`src/dcsm_defines.svh`:
```
// Constants of the disk control status multiplexer: channel and select codes, bit positions.
// Assumes inclusion by bare name from the package and the design file.
`ifndef DCSM_DEFINES_SVH
`define DCSM_DEFINES_SVH

// ****************************************************************
// Channel and select codes
// ****************************************************************
`define DCSM_OUT_CHANNEL     8'h09
`define DCSM_IN_CHANNEL      8'h04
`define DCSM_SEL_STATUS_ONE  4'h0
`define DCSM_SEL_REGFILE     4'h1
`define DCSM_SEL_WORDCNT     4'h3
`define DCSM_SEL_STATUS_TWO  4'h4
`define DCSM_SEL_DATABUF     4'h5
`define DCSM_SEL_CHK_UPPER   4'h7
`define DCSM_SEL_CHK_LOWER   4'h8
`define DCSM_SEL_DRIVE       4'h9
`define DCSM_SEL_DIR_OUTER   4'ha
`define DCSM_SEL_BYTECNT     4'hb
`define DCSM_SEL_POINTERS    4'hc
`define DCSM_SEL_ADDRESS     4'hd
`define DCSM_SEL_DIR_MIDDLE  4'hf
// Channel 09 counts bits from the top, so its clear bit 08 is the value 0080
`define DCSM_CLEAR_STATUS_BIT 7
`define DCSM_SEL_RESET       4'h0

// ****************************************************************
// Status word one bit positions
// ****************************************************************
`define DCSM_B_READ    0
`define DCSM_B_WRITE   1
`define DCSM_B_CHKERR  2
`define DCSM_B_COMPOS  3
`define DCSM_B_PARITY  4
`define DCSM_B_PABORT  5
`define DCSM_B_LOST    6
`define DCSM_B_SECLEN  7
`define DCSM_B_EXEC    8
`define DCSM_B_DDENS   9
`define DCSM_B_CMPDONE 11
`define DCSM_B_CMPFAIL 12
`define DCSM_B_CORR    13
`define DCSM_B_UNCORR  14

`endif

```
`src/dcsm_pkg.sv`:
```
// Types shared by the disk control status multiplexer.
// Assumes dcsm_defines.svh is on the include path.
`default_nettype none
`include "dcsm_defines.svh"
package dcsm_pkg;
  typedef logic [15:0] dcsm_word_t;
  typedef logic [3:0]  dcsm_sel_t;
endpackage
`default_nettype wire

```
`src/dcsm_status_mux.sv`:
```
// Status reporting multiplexer of the disk control logic.
// Assumes event inputs are one-cycle pulses from logic on clk; drive status is a pin group.
// Overview of operation
// - Select code on channel 09, status on 04
// - Upper hex digit selects one of thirteen
// - Read in progress, pattern read to checkword
// - Write in progress, pattern write onward
// - Checkword error refreshed after read checkword
// - Composite bit ORs checkword, parity, abort, lost data, sector length errors and compare fail
// - Parity error sets bit, halts directors
// - Pattern abort sets bit, stops operation
// - Lost data sets bit, stops at once
// - Sector length error sets bit, stops
// - Execute bit, cleared by stops
// - Bit 9 double density when option fitted
// - Compare done and fail, cleared next compare
// - Correctable/uncorrectable, cleared next correction start
// - Status word two decode bits
// - Register bus, word counter, buffer words
// - Checkword generator halves on 7000, 8000
// - Director register slices on A000, F000
// - Pointers and bit counter on C000
// - Address on D000, drive status 9000
// - Selection held, values live
// - Code 0080 clears internal status flags
`default_nettype none
`include "dcsm_defines.svh"

module dcsm_status_mux #(
  parameter bit DOUBLE_DENSITY = 1'b0                // Option fitted
) (
  input  wire logic        clk,                      // Control logic clock
  input  wire logic        resetn,                   // Async reset, active low
  input  wire logic        masterClear,              // Master clear pulse
  input  wire logic [7:0]  outChannel,               // Output channel number
  input  wire logic        outStrobe,                // Output word strobe
  input  wire logic [15:0] outData,                  // Output word
  input  wire logic [7:0]  inChannel,                // Input channel number
  input  wire logic        inStrobe,                 // Input request
  output var  logic [15:0] inData,                   // Status word returned
  output logic             inReply,                  // Input answered
  input  wire logic        patternReadStart,         // First pattern_read_director begins
  input  wire logic        readCheckDone,            // Read checkword director done
  input  wire logic        readCheckFail,            // Checkword test result
  input  wire logic        patternWriteStart,        // First pattern_write_director begins
  input  wire logic        nonWriteDataDir,          // Non-write data director begins
  input  wire logic        parityErr,                // Parity error event
  input  wire logic        clearParity,              // Clear parity function code
  input  wire logic        patternMiss,              // Pattern not found
  input  wire logic        bufferUnderOver,          // Data buffer empty/full event
  input  wire logic        sectorOverrun,            // Byte count past sector size
  input  wire logic        executeFunc,              // Execute function code
  input  wire logic        stopFunc,                 // Stop execution function code
  input  wire logic        terminateDir,             // Terminate director
  input  wire logic        compareStart,             // Compare begins
  input  wire logic        compareDecided,           // Compare decision made
  input  wire logic        compareFailed,            // Condition not met with decision
  input  wire logic        correctStart,             // Error correction director begins
  input  wire logic        correctableEvt,           // Correctable error found
  input  wire logic        uncorrectableEvt,         // Uncorrectable error found
  input  wire logic        ddUnitSel,                // Double density unit selected
  input  wire logic [9:0]  decodes,                  // Status two bits 0..9 sources
  input  wire logic        writerData,               // Writer output data
  input  wire logic        chkSerialIn,              // Checkword generator serial input
  input  wire logic [15:0] regFileBus,               // Register file bus
  input  wire logic [15:0] wordCounter,              // Word counter
  input  wire logic [15:0] dataBufOut,               // Data buffer output lines
  input  wire logic [31:0] checkGen,                 // Checkword generator
  input  wire logic [15:0] driveStatusPins,          // Selected drive status lines
  input  wire logic [31:0] directorReg,              // Director register
  input  wire logic [15:0] byteCounter,              // Byte counter
  input  wire logic [3:0]  dirInPtr,                 // Director buffer input pointer
  input  wire logic [3:0]  dirOutPtr,                // Director buffer output pointer
  input  wire logic [2:0]  bitCounter,               // Bit counter
  input  wire logic [15:0] memAddress,               // Address register
  output logic             directorHalt              // Stop loading and executing
);

  // ****************************************************************
  // Flags and selection
  // ****************************************************************
  dcsm_pkg::dcsm_sel_t  selCode;      // Held select digit
  logic [15:0]          driveM;       // Pin stage one, may be metastable
  logic [15:0]          driveA;       // Pin stage two
  logic [15:0]          driveB;       // Pin stage three
  logic [15:0]          driveStable;  // Accepted drive status
  logic                 rdProg;       // Read in progress
  logic                 wrProg;       // Write in progress
  logic                 chkErr;       // Checkword error
  logic                 parErr;       // Parity error
  logic                 pAbort;       // Pattern abort
  logic                 lost;         // Lost data
  logic                 secLen;       // Sector length error
  logic                 exec;         // Execute enabled
  logic                 cmpDone;      // Compare decided
  logic                 cmpFail;      // Compare condition not met
  logic                 corr;         // Correctable error
  logic                 uncorr;       // Uncorrectable error
  logic                 chanWrite;    // Word on channel 09
  logic                 clrStatus;    // Clear internal status code
  logic                 stopEvt;      // Any stopping error this cycle
  dcsm_pkg::dcsm_word_t statusOne;    // Assembled word one
  dcsm_pkg::dcsm_word_t statusTwo;    // Assembled word two

  // Channel number match, shared by the output and the input side
  function automatic logic chanHit(input logic [7:0] ch, input logic [7:0] code);
    return ch == code;
  endfunction

  assign chanWrite = outStrobe && chanHit(outChannel, `DCSM_OUT_CHANNEL);
  assign clrStatus = chanWrite && outData[`DCSM_CLEAR_STATUS_BIT];
  assign stopEvt   = bufferUnderOver || sectorOverrun || patternMiss;

  // Selection latched until the next channel 09 word; clear codes also reselect word one
  // Low digits are ignored here, so every special code also carries a select digit
  always_ff @(posedge clk or negedge resetn) begin
    if (!resetn) begin
      selCode <= `DCSM_SEL_RESET;
    end else if (masterClear) begin
      selCode <= `DCSM_SEL_RESET;
    end else if (chanWrite) begin
      selCode <= outData[15:12];
    end
  end

  // ****************************************************************
  // Drive status synchroniser
  // ****************************************************************
  // Drive status comes from pins: three stages, accepted when the last two agree
  // Agreement costs a cycle but keeps a pin caught mid-change out of the word
  always_ff @(posedge clk or negedge resetn) begin
    if (!resetn) begin
      driveM      <= 16'h0000;
      driveA      <= 16'h0000;
      driveB      <= 16'h0000;
      driveStable <= 16'h0000;
    end else begin
      driveM <= driveStatusPins;
      driveA <= driveM;
      driveB <= driveA;
      for (int i = 0; i < 16; i++) begin
        if (driveA[i] == driveB[i]) begin
          driveStable[i] <= driveB[i];
        end
      end
    end
  end

  // ****************************************************************
  // Sequence flags
  // ****************************************************************
  // Read in progress; abnormal ends take priority over a new start
  always_ff @(posedge clk or negedge resetn) begin
    if (!resetn) begin
      rdProg <= 1'b0;
    end else if (masterClear || readCheckDone || lost || pAbort || secLen
                 || bufferUnderOver || patternMiss || sectorOverrun) begin
      rdProg <= 1'b0;
    end else if (patternReadStart) begin
      rdProg <= 1'b1;
    end
  end

  // Write in progress
  always_ff @(posedge clk or negedge resetn) begin
    if (!resetn) begin
      wrProg <= 1'b0;
    end else if (masterClear || nonWriteDataDir || bufferUnderOver || sectorOverrun) begin
      wrProg <= 1'b0;
    end else if (patternWriteStart) begin
      wrProg <= 1'b1;
    end
  end

  // ****************************************************************
  // Error flags
  // ****************************************************************
  // Checkword error: refreshed on each read checkword, wins over a clear
  always_ff @(posedge clk or negedge resetn) begin
    if (!resetn) begin
      chkErr <= 1'b0;
    end else if (readCheckDone) begin
      chkErr <= readCheckFail;
    end else if (masterClear || clrStatus) begin
      chkErr <= 1'b0;
    end
  end

  // Parity error: cleared only by its own function code or master clear
  always_ff @(posedge clk or negedge resetn) begin
    if (!resetn) begin
      parErr <= 1'b0;
    end else if (parityErr) begin
      parErr <= 1'b1;
    end else if (masterClear || clearParity) begin
      parErr <= 1'b0;
    end
  end

  // Stopping errors; each event beats a same-cycle clear
  // Each flag stands on its own, so several causes may show together
  always_ff @(posedge clk or negedge resetn) begin
    if (!resetn) begin
      pAbort <= 1'b0;
      lost   <= 1'b0;
      secLen <= 1'b0;
    end else begin
      if (patternMiss) begin
        pAbort <= 1'b1;
      end else if (masterClear || clrStatus) begin
        pAbort <= 1'b0;
      end
      if (bufferUnderOver) begin
        lost <= 1'b1;
      end else if (masterClear || clrStatus) begin
        lost <= 1'b0;
      end
      if (sectorOverrun) begin
        secLen <= 1'b1;
      end else if (masterClear || clrStatus) begin
        secLen <= 1'b0;
      end
    end
  end

  // ****************************************************************
  // Execute and compare
  // ****************************************************************
  // Execute enable; every stop cause drops it, the stop wins over execute
  always_ff @(posedge clk or negedge resetn) begin
    if (!resetn) begin
      exec <= 1'b0;
    end else if (masterClear || parityErr || stopEvt || terminateDir || stopFunc) begin
      exec <= 1'b0;
    end else if (executeFunc && !parErr) begin
      exec <= 1'b1;
    end
  end

  // Compare result pair; the decision wins over a start or clear in the same cycle
  // The fail level means nothing while the done bit is low
  always_ff @(posedge clk or negedge resetn) begin
    if (!resetn) begin
      cmpDone <= 1'b0;
      cmpFail <= 1'b0;
    end else if (compareDecided) begin
      cmpDone <= 1'b1;
      cmpFail <= compareFailed;
    end else if (masterClear || compareStart || clrStatus) begin
      cmpDone <= 1'b0;
      cmpFail <= 1'b0;
    end
  end

  // ****************************************************************
  // Correction and halt
  // ****************************************************************
  // Correction results
  always_ff @(posedge clk or negedge resetn) begin
    if (!resetn) begin
      corr   <= 1'b0;
      uncorr <= 1'b0;
    end else begin
      if (correctableEvt) begin
        corr <= 1'b1;
      end else if (masterClear || correctStart || clrStatus) begin
        corr <= 1'b0;
      end
      if (uncorrectableEvt) begin
        uncorr <= 1'b1;
      end else if (masterClear || correctStart || clrStatus) begin
        uncorr <= 1'b0;
      end
    end
  end

  // Parity error halts loading and execution; a director in flight finishes outside
  // Limitation: the director engine itself must let the active director complete
  assign directorHalt = parErr;

  // ****************************************************************
  // Status words
  // ****************************************************************
  // Word one assembled from live flags; unused positions zero
  // Bit 9 stays zero unless the double density option is fitted
  always_comb begin
    statusOne = 16'h0000;
    statusOne[`DCSM_B_READ]    = rdProg;
    statusOne[`DCSM_B_WRITE]   = wrProg;
    statusOne[`DCSM_B_CHKERR]  = chkErr;
    statusOne[`DCSM_B_COMPOS]  = chkErr | parErr | pAbort | lost | secLen
                                 | (cmpDone & cmpFail);
    statusOne[`DCSM_B_PARITY]  = parErr;
    statusOne[`DCSM_B_PABORT]  = pAbort;
    statusOne[`DCSM_B_LOST]    = lost;
    statusOne[`DCSM_B_SECLEN]  = secLen;
    statusOne[`DCSM_B_EXEC]    = exec;
    statusOne[`DCSM_B_DDENS]   = DOUBLE_DENSITY & ddUnitSel;
    statusOne[`DCSM_B_CMPDONE] = cmpDone;
    statusOne[`DCSM_B_CMPFAIL] = cmpFail;
    statusOne[`DCSM_B_CORR]    = corr;
    statusOne[`DCSM_B_UNCORR]  = uncorr;
  end

  // Word two: checkword serial input, writer data and decode lines
  assign statusTwo = {3'h0, chkSerialIn, 1'b0, writerData, decodes};

  // ****************************************************************
  // Input channel
  // ****************************************************************
  // Output word registered so it is stable for the whole input cycle
  // One cycle of lag is traded for a glitch-free word on the channel
  always_ff @(posedge clk or negedge resetn) begin
    if (!resetn) begin
      inData <= 16'h0000;
    end else begin
      unique case (selCode)
        `DCSM_SEL_STATUS_ONE: inData <= statusOne;
        `DCSM_SEL_REGFILE:    inData <= regFileBus;
        `DCSM_SEL_WORDCNT:    inData <= wordCounter;
        `DCSM_SEL_STATUS_TWO: inData <= statusTwo;
        `DCSM_SEL_DATABUF:    inData <= dataBufOut;
        `DCSM_SEL_CHK_UPPER:  inData <= checkGen[31:16];
        `DCSM_SEL_CHK_LOWER:  inData <= checkGen[15:0];
        `DCSM_SEL_DRIVE:      inData <= driveStable;
        `DCSM_SEL_DIR_OUTER:  inData <= {directorReg[31:24], directorReg[7:0]};
        `DCSM_SEL_BYTECNT:    inData <= byteCounter;
        `DCSM_SEL_POINTERS:   inData <= {2'h0, bitCounter, 3'h0, dirOutPtr, dirInPtr};
        `DCSM_SEL_ADDRESS:    inData <= memAddress;
        `DCSM_SEL_DIR_MIDDLE: inData <= directorReg[23:8];
        default:              inData <= 16'h0000;
      endcase
    end
  end

  // Input answered in the same cycle on channel 04 only
  assign inReply = inStrobe && chanHit(inChannel, `DCSM_IN_CHANNEL);

endmodule
`default_nettype wire

```
`config.mk`:
```
export PLATFORM = sky130hd
export DESIGN_NAME = dcsm_status_mux
export DESIGN_NICKNAME = d
export VERILOG_FILES = /design/src/dcsm_pkg.sv /design/src/dcsm_status_mux.sv
export VERILOG_INCLUDE_DIRS = /design/src
export SDC_FILE = /design/constraint.sdc
export NUM_CORES = 1
export LEC_CHECK = 0
export BUFFER_PORTS_ARGS = -buffer_cell sky130_fd_sc_hd__buf_2
export CORE_MARGIN = 3
export CORE_UTILIZATION = 41
export CTS_CLUSTER_DIAMETER = 40
export DETAILED_ROUTE_END_ITERATION = 7
export PLACE_DENSITY_LB_ADDON = 0.2
export RECOVER_POWER = 50
export REMOVE_ABC_BUFFERS = 1
export SETUP_SLACK_MARGIN = 0.02
export SYNTH_ARGS = -nofsm -noshare
export SYNTH_HDL_FRONTEND = slang
export SYNTH_SLANG_ARGS = --single-unit
```
`constraint.sdc`:
```
create_clock -name clk -period 1.8 [get_ports clk]
set_clock_uncertainty 0.1 [all_clocks]
set_input_delay 0.18 -clock clk [delete_from_list [all_inputs] [get_ports clk]]
set_output_delay 0.18 -clock clk [all_outputs]
set_load 0.01 [all_outputs]
```
==> results.cfg <==
[synth]
ys_seq_area_share_pct = 50.9
avgSynthCellArea_um2 = 11.5
async_flop_share_pct = 100
syn-cell-area_um2 = 4720
yosysWarnings = 0
synth-main-ff-cell = dfrtp_1
synth-seq-cells = 96
ys_types = 65
syn_inst = 412
synth_edf_count = 0

[die]
io_pins = 258
dieHeight_um = 113
die-area_um2 = 12800
core-area_um2 = 11000
die_w_um = 113
start_util_pct = 42.8
std_cell_rows = 38

[route]
ant_nets = 0
drc = 0
wire_per_inst_um = 21.5
drtIter0Drc = 565
vias_per_cell = 5.61
wirelength_mm = 19.9
dr.pass1.iters = 5
vias = 5214

[worst_hold_path]
hold_path_class = in -> reg

[cells_and_area]
mostFrequentLayoutCell = buf_2
seq_area_um2 = 2410
nNetsFinal = 1024
mostFrequentLayoutCells = buf_2 (245), dfrtp_1 (92), buf_4 (76), dlygate4sd3_1 (36), a22oi_1 (22)
fin_cells = 929
drive_gt1_share_pct = 54.6
area_growth_syn_to_layout_pct = 67.3
n_antenna_cell = 0
multi_input_area_um2 = 2320
fillers = 815

[timing]
setup_violations = 9
finalCritPeriodShare_pct = 104
grt_setup_unrepaired = true
max_freq_ghz = 0.536
timing.slew.headroom_pct = 52.1
drv_slew = 0
min_period_ns = 1.86
worst_pin_slew_ns = 0.719
hold_violations = 0
timing.final.ws_setup_ns = -0.0646

[global_route]
overflow = 0
grt_pass1_wl_mm = 29.1
antenna_found_initial = 0
grtUsageTotal_pct = 29.9
grt_max_degree = 31
grt_pass1_vias = 5340

[place]
portBuffers = 245
placedCellCount = 843
gp_congestion = 0.946
dp_hpwl_mm = 15.2

[power]
swShare_pct = 24.8
power_density_nw_per_um2 = 629
power_frac_seq_pct = 47.2
ir_worst_vdd_uv = 691
combPwrFrac_pct = 12.3
p_switching_w = 0.00123
p_int_w = 0.00373
power_w = 0.00496
p_clk_share_pct = 40.4
p_leak_nw = 3.76

[clock_network]
cts.sinks = 96
cts_root_buffer = clkbuf_16
cts_tree = done
cts_buffer_depth = 2
clock_latency_ns = 0.34
cts_max_level = 3
path_clk_slew_ns = 0.08
cts_inserted_buffers = 9

[critical_path]
endpoint_kind = flip-flop
worstPathMaxFanout = 8
crit_end = inData[0]
startpoint_type = flip-flop
timing.rr.start = selCode[2]
crit_required_ns = 1.92
crit_start = selCode[2]
critPathSlowestCell = dfrtp_4
path_cells = and2_2 > a22o_1 > a222oi_1 > buf_4 > nand4_1
path_class = reg -> reg
path_delay_family = compound AO/OA/AOI/OAI gates
path_depth = 5
r2r_cells = 5
rr_endpoint = inData[0]
crit_buf_inv = 1
critPathMaxStageDelay_ns = 0.55
rrSetupSlack_ns = -0.06
arrival_ns = 1.99

[outcome]
failed_checks = setup timing
status = finished with violations

[run]
cap_violations = 0
[worst min path at each step]
| stage | start | end | slack [ns] | cells after the start |
|---|---|---|---|---|
| 2_1_floorplan | resetn | chkErr | -0.22 | 0 |
| 3_3_place_gp | resetn | driveA[10] | 0.03 | 1 |
| 3_5_place_dp | resetn | driveB[13] | 0.03 | 1 |
| 4_1_cts | patternReadStart | rdProg | 0.01 | 3 |
| 5_1_grt | dataBufOut[14] | inData[14] | 0.03 | 3 |
| 6_report | outData[13] | selCode[1] | 0.02 | 3 |
[area by class of cell]
cell class / count / area share [%]
Clock buffer: 9 / 2.85
Clock inverter: 7 / 1.09
Inverter: 5 / 0.269
Multi-Input combinational cell: 280 / 29.4
Tap cell: 140 / 2.22
Timing Repair Buffer: 392 / 33.7
Sequential cell: 96 / 30.5
[through the flow]
step / area [um^2] / hold slack, ns / setup slack [ns] / utilization, % / setup TNS [ns]
after floorplan: 4530 / -0.216 / -0.631 / - / -6.92
after global placement: 6560 / 0.0334 / -0.121 / 59.5 / -0.477
after detailed placement: 6560 / 0.0337 / -0.168 / 59.5 / -0.766
after CTS: 7420 / 0.0108 / -0.0543 / 67.3 / -0.296
after global routing: 7890 / 0.0267 / -0.158 / 71.6 / -0.997
final: 7890 / 0.0188 / -0.0646 / 71.6 / -0.303
[flip-flops by register name, indices dropped and copies added, names as in the netlist, 4 cells and up]
| signal | flops |
|---|---|
| selCode | 4 |
| driveB | 16 |
| driveStable | 16 |
| inData | 16 |
| driveA | 16 |
| driveM | 16 |
[synthesized netlist by cell type (4+ instances only)]
master,count,share of area (%)
a21oi_1,7,0.74
nand2_1,20,1.6
mux2_2,8,1.9
mux2_1,6,1.4
nor3_1,5,0.53
clkbuf_1,4,0.32
o211ai_1,4,0.64
nor2_1,14,1.1
a31oi_1,8,1.1
buf_6,6,1.4
a21o_1,8,1.3
maj3_1,16,3.4
a32oi_1,10,1.9
and3_1,4,0.53
dfrtp_1,96,51
buf_2,16,1.7
a22o_1,9,1.7
nor4_1,4,0.53
nand3_1,12,1.3
mux2i_1,14,3.0
nor2b_1,17,2.3
o21ai_0,5,0.53
a22oi_1,28,4.5
and2_1,5,0.66
o22ai_1,5,0.66
a32o_1,10,2.1
o21ai_1,5,0.53
[tightest hold or removal path: stages]
cell,delay (ns)
buf_2,0.08
mux2i_1,0.05
nor2_1,0.10
[routing by layer]
layer	wire length [um]	part of all wire (%)	track usage, %	vias up
li1	-	-	-	2363
met1	8030	40	38.7	2548
met3	1610	8.1	6.74	38
met2	9840	49	50.2	265
met5	0	0	0	-
met4	455	2.3	9.29	0
[cells by family (layout without fill, tap and decap cells)]
logic type,count (synthesis),after routing,share of synthesized area (%)
buf+inv,36,413,4.48
mux,29,29,6.79
compound gates,131,131,21.8
simple gates,104,104,12.6
flops,96,96,50.9
fa+ha+maj,16,16,3.39
[power by group through the flow]
stage               combinational [W]  clock (W)  sequential (W)
finish                       0.000613    0.00201         0.00234
global route                 0.000663    0.00212         0.00236
global placement             0.000536          0         0.00238
detailed placement           0.000537          0         0.00238
CTS                          0.000599    0.00203         0.00234
floorplan                    0.000130          0         0.00237
[what timing repair did]
item / 4_1_cts / 5_1_grt
cloned: 0 / 3
hold buffers: 36 / 0
pin swaps: 8 / 31
resized for setup: 19 / 60
setup buffers: 14 / 17
hold endpoints to repair: 57 / 0
setup endpoints to repair: 16 / 19
No activity file was read; power rests on OpenSTA's default activity.
